--- config.mk ---
export PLATFORM = sky130hd
export DESIGN_NAME = bpm_ports
export DESIGN_NICKNAME = d
export VERILOG_FILES = /design/src/rtl/bpm_pkg.sv /design/src/rtl/bpm_ports.sv
export SDC_FILE = /design/constraint.sdc
export NUM_CORES = 1
export LEC_CHECK = 0
export BUFFER_PORTS_ARGS = -buffer_cell sky130_fd_sc_hd__buf_2
export CORE_UTILIZATION = 44
export DETAILED_ROUTE_END_ITERATION = 7
export PLACE_DENSITY = 0.76
export SLEW_MARGIN = 15
export SYNTH_ARGS = -nofsm -noshare
export SYNTH_HDL_FRONTEND = slang
export SYNTH_SLANG_ARGS = --single-unit
--- constraint.sdc ---
create_clock -name REF_CLK_I -period 2.03 [get_ports REF_CLK_I]
set_input_delay 0 -clock REF_CLK_I [delete_from_list [all_inputs] [get_ports REF_CLK_I]]
set_output_delay 0 -clock REF_CLK_I [all_outputs]
set_load 0.02 [all_outputs]
--- src/rtl/bpm_pkg.sv ---
// package for the dual bidirectional port block with pin sharing
// assumes a 32-bit AXI4-Lite register bus and a 50 MHz single clock
`default_nettype none
package bpm_pkg;
	// printed offsets are not all multiples of four: they are indices
	localparam logic [9:0] IDX_THIRD_DATA = 10'h007;
	localparam logic [9:0] IDX_FOURTH_DATA = 10'h008;
	localparam logic [9:0] IDX_THIRD_DIR = 10'h087;
	localparam logic [9:0] IDX_FOURTH_DIR = 10'h088;
	localparam logic [9:0] IDX_SEG_LOW = 10'h11c;
	localparam logic [9:0] IDX_SEG_MID = 10'h11d;
	// own control registers for peripheral claims, oscillator mode and bias inputs
	localparam logic [9:0] IDX_PERIPH_CTRL = 10'h120;
	localparam logic [9:0] IDX_OSC_MODE = 10'h121;
	localparam logic [9:0] IDX_BIAS_CTRL = 10'h122;
	localparam logic [7:0] DIR_RESET = 8'hff;
	localparam logic [7:0] SEG_RESET = 8'h00;
	localparam logic [7:0] DATA_RESET = 8'h00;
	localparam logic [7:0] CTRL_RESET = 8'h00;
	localparam logic [1:0] OSC_RESET = 2'h0;
	// periph control field positions
	localparam int PC_TMR_GATE = 0;
	localparam int PC_TMR_CLK = 1;
	localparam int PC_SPI_DO = 2;
	localparam int PC_CCP = 3;
	localparam int PC_SERIAL = 4;
	localparam int PC_SER_DATA_OUT = 5;
	// oscillator modes
	localparam logic [1:0] OSC_INTERNAL = 2'h0;
	localparam logic [1:0] OSC_CRYSTAL = 2'h1;
	localparam logic [1:0] OSC_HIGH_SPEED = 2'h2;
	localparam logic [1:0] OSC_LOW_POWER = 2'h3;
	localparam logic [1:0] RESP_OKAY = 2'h0;
	localparam logic [1:0] RESP_SLVERR = 2'h2;
	typedef enum logic [1:0] {BPM_IDLE, BPM_WRESP, BPM_RRESP} bpm_state_t;
endpackage
`default_nettype wire

--- src/rtl/bpm_ports.sv ---
// two 8-bit bidirectional ports with per-pin direction and pin sharing
// assumes pins sampled synchronously after external schmitt buffers
// Overview of operation
// - fourth port has eight pins with schmitt trigger inputs
// - each fourth port pin has its own direction bit
// - data register reads return pin levels, one bit per pin
// - direction bit one tri-states pin, zero drives it
// - fourth direction top bits read one in crystal oscillator modes
// - display lines go straight to the display module, which owns drive
// - third port pins 0 to 2 are io or display bias inputs
// - third port pin 3 is io or segment output six
// - pin 4 is io, timer gate, serial data out or segment
// - pin 5 is io, timer clock, capture/compare/pwm or segment
// - pin 6 is io, async tx, sync clock, spi clock, i2c clock, segment
// - pin 7 is io, async rx, sync data, spi data in, i2c data, segment
// - data latch kept on warm reset; direction all ones on every reset
// - segment enables cleared only by power-on or brown-out reset
// - written data latch appears on pins selected as output
//
// Local design decision: register access over AXI4-Lite.
`default_nettype none
module bpm_ports
	import bpm_pkg::*;
(
	input wire logic REF_CLK_I,
	input wire logic SYS_RST_I,
	input wire logic POR_RST_I,
	input wire logic [31:0] S_AXI_AWADDR_I,
	input wire logic S_AXI_AWVALID_I,
	output logic S_AXI_AWREADY_O,
	input wire logic [31:0] S_AXI_WDATA_I,
	input wire logic [3:0] S_AXI_WSTRB_I,
	input wire logic S_AXI_WVALID_I,
	output logic S_AXI_WREADY_O,
	output logic [1:0] S_AXI_BRESP_O,
	output logic S_AXI_BVALID_O,
	input wire logic S_AXI_BREADY_I,
	input wire logic [31:0] S_AXI_ARADDR_I,
	input wire logic S_AXI_ARVALID_I,
	output logic S_AXI_ARREADY_O,
	output logic [31:0] S_AXI_RDATA_O,
	output logic [1:0] S_AXI_RRESP_O,
	output logic S_AXI_RVALID_O,
	input wire logic S_AXI_RREADY_I,
	input wire logic [7:0] THIRD_PORT_PIN_I,
	output logic [7:0] THIRD_PORT_PIN_O,
	output logic [7:0] THIRD_PORT_PIN_OE_N_O,
	input wire logic [7:0] FOURTH_PORT_PIN_I,
	output logic [7:0] FOURTH_PORT_PIN_O,
	output logic [7:0] FOURTH_PORT_PIN_OE_N_O,
	input wire logic [7:0] DISP_THIRD_DRIVE_I,
	input wire logic [7:0] DISP_THIRD_EN_I,
	input wire logic [7:0] DISP_FOURTH_DRIVE_I,
	input wire logic [7:0] DISP_FOURTH_EN_I,
	input wire logic SERIAL_DATA_OUT_I,
	input wire logic CAPTURE_COMPARE_PWM_ONE_I,
	input wire logic CCP_DRIVES_I,
	input wire logic SER_CLK_OUT_I,
	input wire logic SER_CLK_OE_N_I,
	input wire logic SER_DATA_OUT_I,
	input wire logic SER_DATA_OE_N_I,
	output logic TIMER_ONE_GATE_INPUT_O,
	output logic TIMER_ONE_CLOCK_INPUT_O,
	output logic CAPTURE_IN_O,
	output logic SER_CLK_IN_O,
	output logic SER_DATA_IN_O,
	output logic [7:0] SEGMENT_ENABLE_LOW_O,
	output logic [7:0] SEGMENT_ENABLE_MID_O,
	output logic [2:0] BIAS_INPUT_EN_O
);

	// register index from a byte address, decoded for both channels
	function automatic logic [9:0] reg_index(input logic [31:0] addr);
		reg_index = addr[11:2];
	endfunction

	// byte lane 0 merge, registers are at most 8 bits wide
	function automatic logic [7:0] lane0(input logic [7:0] old, input logic [31:0] d,
		input logic [3:0] strb);
		lane0 = strb[0] ? d[7:0] : old;
	endfunction

	logic [7:0] third_port_data_ff, nxt_third_port_data;
	logic [7:0] fourth_port_data_ff, nxt_fourth_port_data;
	logic [7:0] third_port_direction_ff, nxt_third_port_direction;
	logic [7:0] fourth_port_direction_ff, nxt_fourth_port_direction;
	logic [7:0] segment_enable_low_ff, nxt_segment_enable_low;
	logic [7:0] segment_enable_mid_ff, nxt_segment_enable_mid;
	logic [7:0] periph_ctrl_ff, nxt_periph_ctrl;
	logic [1:0] osc_mode_ff, nxt_osc_mode;
	logic [2:0] bias_ctrl_ff, nxt_bias_ctrl;
	logic [7:0] third_in_ff, fourth_in_ff;
	bpm_state_t state_ff, nxt_state;
	logic aw_got_ff, nxt_aw_got, w_got_ff, nxt_w_got;
	logic [31:0] awaddr_ff, nxt_awaddr, wdata_ff, nxt_wdata;
	logic [3:0] wstrb_ff, nxt_wstrb;
	logic [31:0] rdata_ff, nxt_rdata;
	logic [1:0] resp_ff, nxt_resp;
	logic [7:0] pin3_o, pin3_oe_n, pin4_o, pin4_oe_n;
	logic fourth_top_forced;
	logic [9:0] widx, ridx;
	logic do_write, do_read, wr_hit, rd_hit;
	logic [31:0] rd_val;
	logic aw_ready_ff, w_ready_ff, ar_ready_ff;

	assign fourth_top_forced = (osc_mode_ff == OSC_CRYSTAL) || (osc_mode_ff == OSC_HIGH_SPEED) ||
		(osc_mode_ff == OSC_LOW_POWER);

	assign widx = reg_index(awaddr_ff);
	assign ridx = reg_index(S_AXI_ARADDR_I);
	assign do_write = (state_ff == BPM_IDLE) && aw_got_ff && w_got_ff;
	// a read goes in only at the edge where the master sees arready high
	assign do_read = (state_ff == BPM_IDLE) && S_AXI_ARVALID_I && ar_ready_ff;

	// read mux; unmapped indices answer slverr with zero data
	always_comb begin
		rd_hit = 1'b1;
		rd_val = 32'h0000_0000;
		case (ridx)
			IDX_THIRD_DATA: rd_val[7:0] = third_in_ff;
			IDX_FOURTH_DATA: rd_val[7:0] = fourth_in_ff;
			IDX_THIRD_DIR: rd_val[7:0] = third_port_direction_ff;
			IDX_FOURTH_DIR: rd_val[7:0] = fourth_port_direction_ff |
				{fourth_top_forced, fourth_top_forced, 6'h00};
			IDX_SEG_LOW: rd_val[7:0] = segment_enable_low_ff;
			IDX_SEG_MID: rd_val[7:0] = segment_enable_mid_ff;
			IDX_PERIPH_CTRL: rd_val[7:0] = periph_ctrl_ff;
			IDX_OSC_MODE: rd_val[1:0] = osc_mode_ff;
			IDX_BIAS_CTRL: rd_val[2:0] = bias_ctrl_ff;
			default: rd_hit = 1'b0;
		endcase
	end

	// bus handshake; address and data are taken in either order
	always_comb begin
		nxt_state = state_ff;
		nxt_aw_got = aw_got_ff;
		nxt_w_got = w_got_ff;
		nxt_awaddr = awaddr_ff;
		nxt_wdata = wdata_ff;
		nxt_wstrb = wstrb_ff;
		nxt_rdata = rdata_ff;
		nxt_resp = resp_ff;
		wr_hit = 1'b1;
		if (S_AXI_AWVALID_I && aw_ready_ff && !aw_got_ff && state_ff == BPM_IDLE) begin
			nxt_aw_got = 1'b1;
			nxt_awaddr = S_AXI_AWADDR_I;
		end
		if (S_AXI_WVALID_I && w_ready_ff && !w_got_ff && state_ff == BPM_IDLE) begin
			nxt_w_got = 1'b1;
			nxt_wdata = S_AXI_WDATA_I;
			nxt_wstrb = S_AXI_WSTRB_I;
		end
		case (widx)
			IDX_THIRD_DATA, IDX_FOURTH_DATA, IDX_THIRD_DIR, IDX_FOURTH_DIR, IDX_SEG_LOW,
			IDX_SEG_MID, IDX_PERIPH_CTRL, IDX_OSC_MODE, IDX_BIAS_CTRL: wr_hit = 1'b1;
			default: wr_hit = 1'b0;
		endcase
		case (state_ff)
			BPM_IDLE: begin
				if (do_write) begin
					nxt_aw_got = 1'b0;
					nxt_w_got = 1'b0;
					nxt_resp = wr_hit ? RESP_OKAY : RESP_SLVERR;
					nxt_state = BPM_WRESP;
				end else if (do_read) begin
					nxt_rdata = rd_val;
					nxt_resp = rd_hit ? RESP_OKAY : RESP_SLVERR;
					nxt_state = BPM_RRESP;
				end
			end
			BPM_WRESP: if (S_AXI_BREADY_I) nxt_state = BPM_IDLE;
			BPM_RRESP: if (S_AXI_RREADY_I) nxt_state = BPM_IDLE;
			default: nxt_state = BPM_IDLE;
		endcase
	end

	// register writes
	always_comb begin
		nxt_third_port_data = third_port_data_ff;
		nxt_fourth_port_data = fourth_port_data_ff;
		nxt_third_port_direction = third_port_direction_ff;
		nxt_fourth_port_direction = fourth_port_direction_ff;
		nxt_segment_enable_low = segment_enable_low_ff;
		nxt_segment_enable_mid = segment_enable_mid_ff;
		nxt_periph_ctrl = periph_ctrl_ff;
		nxt_osc_mode = osc_mode_ff;
		nxt_bias_ctrl = bias_ctrl_ff;
		if (do_write) begin
			case (widx)
				IDX_THIRD_DATA: nxt_third_port_data = lane0(third_port_data_ff, wdata_ff, wstrb_ff);
				IDX_FOURTH_DATA: nxt_fourth_port_data = lane0(fourth_port_data_ff, wdata_ff,
					wstrb_ff);
				IDX_THIRD_DIR: nxt_third_port_direction = lane0(third_port_direction_ff, wdata_ff,
					wstrb_ff);
				IDX_FOURTH_DIR: nxt_fourth_port_direction = lane0(fourth_port_direction_ff,
					wdata_ff, wstrb_ff);
				IDX_SEG_LOW: nxt_segment_enable_low = lane0(segment_enable_low_ff, wdata_ff,
					wstrb_ff);
				IDX_SEG_MID: nxt_segment_enable_mid = lane0(segment_enable_mid_ff, wdata_ff,
					wstrb_ff);
				IDX_PERIPH_CTRL: nxt_periph_ctrl = lane0(periph_ctrl_ff, wdata_ff, wstrb_ff);
				IDX_OSC_MODE: if (wstrb_ff[0]) nxt_osc_mode = wdata_ff[1:0];
				IDX_BIAS_CTRL: if (wstrb_ff[0]) nxt_bias_ctrl = wdata_ff[2:0];
				default: nxt_osc_mode = osc_mode_ff;
			endcase
		end
	end

	// third port pin mux: display wins, then peripherals, then the io latch
	always_comb begin
		pin3_o = third_port_data_ff;
		pin3_oe_n = third_port_direction_ff;
		// bias pins go quiet when used as bias inputs
		for (int i = 0; i < 3; i++) begin
			if (bias_ctrl_ff[i]) pin3_oe_n[i] = 1'b1;
		end
		if (periph_ctrl_ff[PC_SPI_DO]) begin
			pin3_o[4] = SERIAL_DATA_OUT_I;
			pin3_oe_n[4] = 1'b0;
		end
		if (periph_ctrl_ff[PC_CCP] && CCP_DRIVES_I) begin
			pin3_o[5] = CAPTURE_COMPARE_PWM_ONE_I;
			pin3_oe_n[5] = 1'b0;
		end
		if (periph_ctrl_ff[PC_SERIAL]) begin
			pin3_o[6] = SER_CLK_OUT_I;
			pin3_oe_n[6] = SER_CLK_OE_N_I;
			pin3_o[7] = SER_DATA_OUT_I;
			pin3_oe_n[7] = SER_DATA_OE_N_I | ~periph_ctrl_ff[PC_SER_DATA_OUT];
		end
		for (int i = 0; i < 8; i++) begin
			if (DISP_THIRD_EN_I[i]) begin
				pin3_o[i] = DISP_THIRD_DRIVE_I[i];
				pin3_oe_n[i] = 1'b0;
			end
		end
		pin4_o = fourth_port_data_ff;
		pin4_oe_n = fourth_port_direction_ff;
		for (int i = 0; i < 8; i++) begin
			if (DISP_FOURTH_EN_I[i]) begin
				pin4_o[i] = DISP_FOURTH_DRIVE_I[i];
				pin4_oe_n[i] = 1'b0;
			end
		end
	end

	// warm-reset-surviving state: data latches, segment enables
	// latch kept
	always_ff @(posedge REF_CLK_I) begin
		if (POR_RST_I) begin
			third_port_data_ff <= DATA_RESET;
			fourth_port_data_ff <= DATA_RESET;
			segment_enable_low_ff <= SEG_RESET;
			segment_enable_mid_ff <= SEG_RESET;
			SEGMENT_ENABLE_LOW_O <= SEG_RESET;
			SEGMENT_ENABLE_MID_O <= SEG_RESET;
		end else if (!SYS_RST_I) begin
			third_port_data_ff <= nxt_third_port_data;
			fourth_port_data_ff <= nxt_fourth_port_data;
			segment_enable_low_ff <= nxt_segment_enable_low;
			segment_enable_mid_ff <= nxt_segment_enable_mid;
			// copies live here so a warm reset cannot clear them
			SEGMENT_ENABLE_LOW_O <= segment_enable_low_ff;
			SEGMENT_ENABLE_MID_O <= segment_enable_mid_ff;
		end
	end

	// everything else, reset by any reset
	always_ff @(posedge REF_CLK_I) begin
		if (SYS_RST_I || POR_RST_I) begin
			third_port_direction_ff <= DIR_RESET;
			fourth_port_direction_ff <= DIR_RESET;
			periph_ctrl_ff <= CTRL_RESET;
			osc_mode_ff <= OSC_RESET;
			bias_ctrl_ff <= 3'h0;
			state_ff <= BPM_IDLE;
			aw_got_ff <= 1'b0;
			w_got_ff <= 1'b0;
			awaddr_ff <= 32'h0000_0000;
			wdata_ff <= 32'h0000_0000;
			wstrb_ff <= 4'h0;
			rdata_ff <= 32'h0000_0000;
			resp_ff <= RESP_OKAY;
			third_in_ff <= 8'h00;
			fourth_in_ff <= 8'h00;
			THIRD_PORT_PIN_O <= 8'h00;
			THIRD_PORT_PIN_OE_N_O <= 8'hff;
			FOURTH_PORT_PIN_O <= 8'h00;
			FOURTH_PORT_PIN_OE_N_O <= 8'hff;
		end else begin
			third_port_direction_ff <= nxt_third_port_direction;
			fourth_port_direction_ff <= nxt_fourth_port_direction;
			periph_ctrl_ff <= nxt_periph_ctrl;
			osc_mode_ff <= nxt_osc_mode;
			bias_ctrl_ff <= nxt_bias_ctrl;
			state_ff <= nxt_state;
			aw_got_ff <= nxt_aw_got;
			w_got_ff <= nxt_w_got;
			awaddr_ff <= nxt_awaddr;
			wdata_ff <= nxt_wdata;
			wstrb_ff <= nxt_wstrb;
			rdata_ff <= nxt_rdata;
			resp_ff <= nxt_resp;
			third_in_ff <= THIRD_PORT_PIN_I;
			fourth_in_ff <= FOURTH_PORT_PIN_I;
			THIRD_PORT_PIN_O <= pin3_o;
			THIRD_PORT_PIN_OE_N_O <= pin3_oe_n;
			FOURTH_PORT_PIN_O <= pin4_o;
			FOURTH_PORT_PIN_OE_N_O <= pin4_oe_n;
		end
	end

	// bus outputs straight from flops
	assign S_AXI_AWREADY_O = aw_ready_ff;
	assign S_AXI_WREADY_O = w_ready_ff;
	assign S_AXI_ARREADY_O = ar_ready_ff;
	assign S_AXI_BVALID_O = (state_ff == BPM_WRESP);
	assign S_AXI_RVALID_O = (state_ff == BPM_RRESP);
	assign S_AXI_BRESP_O = resp_ff;
	assign S_AXI_RRESP_O = resp_ff;
	assign S_AXI_RDATA_O = rdata_ff;

	// ready flops: high while the matching slot is free in idle
	always_ff @(posedge REF_CLK_I) begin
		if (SYS_RST_I || POR_RST_I) begin
			aw_ready_ff <= 1'b0;
			w_ready_ff <= 1'b0;
			ar_ready_ff <= 1'b0;
		end else begin
			aw_ready_ff <= (nxt_state == BPM_IDLE) && !nxt_aw_got && !(S_AXI_AWVALID_I && aw_ready_ff);
			w_ready_ff <= (nxt_state == BPM_IDLE) && !nxt_w_got && !(S_AXI_WVALID_I && w_ready_ff);
			// reads wait while a write is half taken, so a read never overtakes it
			ar_ready_ff <= (nxt_state == BPM_IDLE) && !nxt_aw_got && !nxt_w_got &&
				!(S_AXI_ARVALID_I && ar_ready_ff);
		end
	end

	// peripheral inputs follow the sampled pin levels while claimed, else zero; bias enables copy the bias register
	always_ff @(posedge REF_CLK_I) begin
		if (SYS_RST_I || POR_RST_I) begin
			TIMER_ONE_GATE_INPUT_O <= 1'b0;
			TIMER_ONE_CLOCK_INPUT_O <= 1'b0;
			CAPTURE_IN_O <= 1'b0;
			SER_CLK_IN_O <= 1'b0;
			SER_DATA_IN_O <= 1'b0;
			BIAS_INPUT_EN_O <= 3'h0;
		end else begin
			TIMER_ONE_GATE_INPUT_O <= third_in_ff[4] & periph_ctrl_ff[PC_TMR_GATE];
			TIMER_ONE_CLOCK_INPUT_O <= third_in_ff[5] & periph_ctrl_ff[PC_TMR_CLK];
			CAPTURE_IN_O <= third_in_ff[5] & periph_ctrl_ff[PC_CCP];
			SER_CLK_IN_O <= third_in_ff[6] & periph_ctrl_ff[PC_SERIAL];
			SER_DATA_IN_O <= third_in_ff[7] & periph_ctrl_ff[PC_SERIAL];
			BIAS_INPUT_EN_O <= bias_ctrl_ff;
		end
	end

endmodule // bpm_ports
`default_nettype wire

==> results of run 1 <==
cell usage after synthesis, drive strengths merged (3+ instances only):
library cell,number
dfxtp,168
nor2,121
mux2i,112
buf,37
clkbuf,35
nand2,35
and2,23
a21oi,20
nand3,18
o21ai,18
inv,13
a22oi,11
and3,8
nor3,7
nand2b,6
nor4b,6
a22o,5
mux2,5
a211oi,4
and4b,4
nor4,4
a2111oi,3
a221oi,3
a32oi,3
nor3b,3
o211ai,3
o31ai,3
or3,3
or4,3
final cells by class:
class                      count  area (um^2)
fill                        1281         5840
sequential                   168         3370
multi-input combinational    482         3190
timing repair buffer         278         1900
clock buffer                  20          467
tap                          188          235
clock inverter                11          148
inverter                      13         48.8
antenna                        1         2.50
cell usage in the layout, fill, tap and decap left out, types with 4 or more instances in the layout:
cell | synthesis | final
dfxtp_1 | 168 | 166
buf_2 | 0 | 162
nor2_1 | 121 | 120
mux2i_1 | 112 | 111
dlygate4sd3_1 | 0 | 79
nand2_1 | 35 | 35
buf_4 | 27 | 35
conb_1 | 1 | 26
and2_1 | 22 | 22
a21oi_1 | 20 | 20
nand3_1 | 18 | 18
o21ai_0 | 18 | 18
clkbuf_16 | 0 | 17
inv_1 | 13 | 13
a22oi_1 | 11 | 11
and3_1 | 8 | 8
nor3_1 | 7 | 7
nand2b_1 | 6 | 5
mux2_2 | 5 | 5
a22o_1 | 5 | 5
and4b_1 | 4 | 4
nor4b_1 | 4 | 4
a211oi_1 | 4 | 4
clkinvlp_4 | 0 | 4
critical path, cell delays in order, from the launching register on:
cell	delay, ns
dfxtp_2	0.35
nand4bb_4	0.23
or4_4	0.48
nor4_4	0.36
buf_12	0.18
mux2i_2	0.20
nor2_1	0.06
cell families (layout without fill, tap and decap cells):
kind of cell | Yosys count | count (layout) | synth area share, %
AO/OA/AOI/OAI | 86 | 86 | 8.53
buffers and inverters | 85 | 322 | 6.24
flip-flops | 168 | 168 | 49.1
multiplexers | 117 | 117 | 17.2
other | 1 | 27 | 0.0547
AND/OR/NAND/NOR | 253 | 253 | 18.9
power by group through the flow:
| stage | Sequential (uW) | Combinational [uW] | Clock [uW] |
|---|---|---|---|
| floorplan | 3460 | 259 | 0 |
| CTS | 3370 | 557 | 3370 |
| detailed placement | 3440 | 437 | 0 |
| global placement | 3440 | 431 | 0 |
| global route | 3370 | 614 | 3500 |
| finish | 3370 | 569 | 3330 |
metal layers:
metal | share of wire [%] | wire [um] | global-route usage (%) | vias to the layer above
li1 | - | - | - | 2913
met5 | 0 | 0 | 0 | -
met1 | 43 | 8670 | 31.1 | 2875
met4 | 3.5 | 708 | 12.9 | 0
met3 | 5.5 | 1110 | 5.57 | 52
met2 | 48 | 9570 | 42.5 | 216
repair_timing:
item                                    CTS  global route
hold buffers                             79             0
endpoints found under the setup margin    1            15
endpoints found under the hold margin    72             0
setup buffers                             0             0
pin swaps                                 0             2
gates resized for setup                   1             4
path summary, 6_finish.rpt:
kind | startpoint | endpoint
setup / recovery | state_ff[1] | segment_enable_mid_ff[1]
hold / removal | POR_RST_I | w_got_ff
setup reg to reg | state_ff[1] | segment_enable_mid_ff[1]
hold reg to reg | S_AXI_RDATA_O[6] | S_AXI_RDATA_O[6]
per-stage QoR:
step	setup WS [ns]	power, uW	instance area, um^2
2_1_floorplan	0.00550	3720	6950
3_3_place_gp	0.0997	3870	7930
3_5_place_dp	0.0480	3880	7930
4_1_cts	0.0456	7290	9340
5_1_grt	-0.0402	7480	9360
6_report	0.0409	7270	9360
==> key figures, run 1 <==
Layout
  • Final core occ: between 60% and 70%
  • Max FFs per register: 10
  • Final Non-Filler Cells: around 1,200
  • Most flops, register: awaddr_ff
  • Fin nets: 1,123
  • P&R area growth vs syn: 36.6%
  • Share of layout cells above drive strength 1: 25.9%

Critical path
  • Crit end category: flip-flop
  • CP Launch Type: flip-flop
  • CP required: 2.33 ns
  • Reg2Reg Depth: 6
  • Setup CP Type: flip-flop to flip-flop
  • Crit Path Max Fanout: 8
  • Flop2flop setup slack: around 0.041 ns
  • Critical Path AT: 2.29 ns

Timing
  • Worst slew pin tran: 0.684 ns
  • Max-slew violations: 0
  • Aggregate negative setup slack: 0 ns
  • Slew margin rel.: a little over half
  • Min Tclk post-route: roughly 2.0 ns
  • Unrepaired setup endpoints after global routing: yes
  • WHS: 0.0357 ns
  • Clk_skew: 0.0131 ns
  • Fin crit share: 98.0%
  • Setup violators final: 0
  • Peak Freq: 503 MHz
  • Hold Vio Cnt, Final: 0

Route
  • DRC: 0
  • Routed WL per cell: 17.3 um
  • Router iterations before antenna repair: 5
  • Total number of vias: 6,056
  • Post-DRT Antenna Nets: 0
  • Vias/cell: 5.22
  • Iteration-0 DRC Markers: 406
  • Drt total wl: 20,100 um

Run
  • Max-Cap Viols: 0

Placement
  • Final HPWL DP: 13,700 um
  • # port buffers: around 160
  • Gpl congestion: 0.952
  • Placed Cells: 1,050

GRT
  • Largest net degree at the start of global routing: 49
  • GR Overflow Total: 0
  • First-pass GRT wire length: ~31,000 um
  • All-Layer GR Usage: 25.5%
  • Vias in the first global route: 6,051
  • Initial antenna violation count: 1

Floorplan
  • Die extent in y: 127 um
  • Starting Density: 45.1%
  • Row cnt: 45
  • DIE WIDTH: 127 um
  • Core Region: ~15,000 um^2
  • Die Area: 16,100 um^2
  • Ports: 260

Synthesis
  • Top cell type's share of synthesized area: 49.1%
  • Ys flop type: dfxtp_1
  • Area leader, netlist: dfxtp_1
  • Synth async-reset ratio: 0%
  • Synth unique cells: 56
  • Ranking of synthesized cells by area: dfxtp_1 (49%), mux2i_1 (16%), nor2_1 (6.6%)
  • Synthesized flop and latch total: roughly 170
  • Synth Instances: 710
  • Yosys warns: 0
  • Post-synth EDFFs: 0
  • Syn_area_per_cell: 9.65 um^2
  • Seq/Total Area, Yosys: 49.1%
  • Syn Std Cell Area: 6850 um^2

Power and ir drop
  • Reg power frac: a little under half
  • Clock power share: 45.8%
  • Cell-internal power: 5630 uW
  • Switching Power: 1630 uW
  • Sw frac: between 20 and 25%
  • Leak pwr: 0.00426 uW
  • PD cells: just under 800 nW/um^2
  • Logic pwr share: 7.8%
  • Maximum VDD drop: between 0.0005 and 0.0006 V

Clocking
  • Clk_lat worst skew: approximately 0.43 ns
  • CTS clk-pin slew, worst paths: 0.07 ns
  • CTS tree: done
  • H-tree levels: 4
  • CTS Buffer Depth: 2
  • CTS Sinks: approximately 170
  • CTS Buf Count: 17
  • CTS Root Buffer Type: clkbuf_16

Run status
  • Run status: complete, no violations

Hold path
  • Min-Delay Path Class: primary input to flip-flop
  • Min-Delay Path Depth: 3
Power figures use the tool's default switching activity.
==> run 2, diff against run 1 <==
- CORE_MARGIN: default -> 2
- CORE_UTILIZATION: 44 -> 34
- PLACE_DENSITY: 0.76 -> 0.61
==> key figures, run 2 (synthesized netlist as in run 1, its figures left out) <==
Run status
  • Run status: complete, no violations (unchanged)

Placement
  • Gpl congestion: 0.920 (was 0.952)
  • # port buffers: 162 (unchanged)
  • Worst slack, placed: 0.0389 ns (was 0.0480 ns)
  • Final HPWL DP: 14,400 um (was 13,700 um)

Critical path
  • CP Launch Type: flip-flop (unchanged)
  • FF-to-FF Start: state_ff[1] (unchanged)
  • Setup crit start: state_ff[1] (unchanged)
  • Setup CP Type: flip-flop to flip-flop (unchanged)
  • CP required: 2.33 ns (about the same)
  • Crit Path Max Fanout: 8 (unchanged)
  • Critical Path AT: 2.24 ns (was 2.29 ns)
  • Crit end category: flip-flop (unchanged)

Floorplan
  • Row cnt: 51 (was 45)
  • Ports: 260 (unchanged)
  • Die Area: 21,300 um^2 (was 16,100 um^2)
  • Die extent in y: 146 um (was 127 um)
  • DIE WIDTH: 146 um (was 127 um)
  • Core Region: 19,600 um^2 (was 15,200 um^2)
  • Starting Density: 35.0% (was 45.1%)

Timing
  • Min Tclk post-route: 1.94 ns (was 1.99 ns)
  • Clk_skew: 0.00852 ns (was 0.0131 ns)
  • Slew margin rel.: 55.2% (was 54.4%)
  • Fin crit share: 95.4% (was 98.0%)
  • PnR worst setup slack: 0.0936 ns (was 0.0409 ns)
  • Max-slew violations: 0 (unchanged)
  • Worst slew pin tran: 0.655 ns (was 0.684 ns)
  • Setup violators final: 0 (unchanged)
  • Peak Freq: 516 MHz (was 503 MHz)
  • Hold Vio Cnt, Final: 0 (unchanged)
  • WHS: 0.0911 ns (was 0.0357 ns)
  • Aggregate negative setup slack: 0 ns (unchanged)
  • Unrepaired setup endpoints after global routing: no (was yes)

Clocking
  • H-tree levels: 4 (unchanged)
  • CTS Root Buffer Type: clkbuf_16 (unchanged)
  • Clk_lat worst skew: 0.43 ns (about the same)
  • CTS clk-pin slew, worst paths: 0.07 ns (about the same)
  • Setup Fix Bufs, Post-CTS: 0 (unchanged)
  • CTS Buffer Depth: 2 (unchanged)
  • CTS Buf Count: 17 (unchanged)
  • CTS tree: done (unchanged)
  • CTS Sinks: 168 (unchanged)

Layout
  • Fillcell total: 1,877 (was 1,281)
  • Final core occ: 48.8% (was 61.6%)
  • Ant. Diodes: 0 (was 1)
  • Most common cell after layout, fill and taps aside: dfxtp_1 (unchanged)
  • Max FFs per register: 10 (unchanged)
  • Share of layout cells above drive strength 1: 25.7% (was 25.9%)
  • P&R area growth vs syn: 39.5% (was 36.6%)
  • Most frequent cells in the layout: dfxtp_1 (168), buf_2 (162), nor2_1 (120), mux2i_1 (112), dlygate4sd3_1 (81) (was dfxtp_1 (166), buf_2 (162), nor2_1 (120), mux2i_1 (111), dlygate4sd3_1 (79))
  • Most flops, register: awaddr_ff (unchanged)
  • Fin nets: 1,127 (was 1,123)

Route
  • Iteration-0 DRC Markers: 369 (was 406)
  • Router iterations before antenna repair: 5 (unchanged)
  • Total number of vias: 5,936 (was 6,056)
  • Drt total wl: 20,200 um (was 20,100 um)
  • Vias/cell: 4.78 (was 5.22)
  • Routed WL per cell: 16.3 um (was 17.3 um)
  • Post-DRT Antenna Nets: 0 (unchanged)
  • DRC: 0 (unchanged)

GRT
  • GR Overflow Total: 0 (unchanged)
  • Largest net degree at the start of global routing: 54 (was 49)
  • Initial antenna violation count: 1 (unchanged)
  • All-Layer GR Usage: 18.7% (was 25.5%)
  • Vias in the first global route: 5,608 (was 6,051)
  • First-pass GRT wire length: 30,800 um (was 31,400 um)

Power and ir drop
  • Leak pwr: 0.00432 uW (was 0.00426 uW)
  • Total power: 7700 uW (was 7270 uW)
  • Maximum VDD drop: 0.000620 V (was 0.000550 V)
  • PD cells: 806 nW/um^2 (was 776 nW/um^2)

Run
  • Max-Cap Viols: 0 (unchanged)

Hold path
  • Min-Delay Path Class: primary input to flip-flop (unchanged)
  • HP Start: SYS_RST_I (was POR_RST_I)
## run 2: layout make-up
type	instances	area, um^2	share of cell area, %
clock buffer	17	425	4.45
clock inverter	15	260	2.72
inverter	13	48.8	0.510
multi-input combinational	482	3180	33.2
sequential	168	3360	35.2
tap	265	332	3.47
timing repair buffer	282	1950	20.4
## run 2: power breakdown
group	leakage (uW)	internal (uW)	total, uW	switching (uW)
Combinational	0.00262	272	568	296
Sequential	0.00136	3340	3360	23.2
Clock	0.000331	2340	3770	1430
Total	0.00432	5950	7700	1750
## run 2: layer usage
metal,part of all wire (%),global-route usage [%],up-vias
li1,-,-,2927
met5,0.054,0,-
met3,5.7,4.51,34
met2,46,29.2,185
met4,2.5,6.99,2
met1,45,25.0,2788
## run 2: per-stage QoR
stage / instance area [um^2] / std cells
6_report: 9560 / 1242
5_1_grt: 9560 / 1242
4_1_cts: 9560 / 1242
3_5_place_dp: 8050 / 1129
3_3_place_gp: 8050 / 1129
2_1_floorplan: 6950 / 735
## run 2: final timing paths
path | endpoint | cells past startpoint | slack, ns
worst max-delay path | segment_enable_low_ff[1] | 6 | 0.09
worst min-delay path | w_got_ff | 3 | 0.09
worst max register to register | segment_enable_low_ff[1] | 6 | 0.09
worst min register to register | S_AXI_AWREADY_O | 1 | 0.45
## run 2: worst max-delay path, stage by stage (launching register included)
cell and delay (ns):
dfxtp_1 0.37, nand4bb_4 0.25, or4_4 0.47, nor4_4 0.28, buf_12 0.18, mux2i_1 0.19, nor2_1 0.06
## run 2: what timing repair did
action | 4_1_cts | 5_1_grt
endpoints found under the hold margin | 78 | 0
resized for setup | 1 | 0
pin swaps | 0 | 1
hold buffers | 81 | 0
setup endpoints to repair | 1 | 6
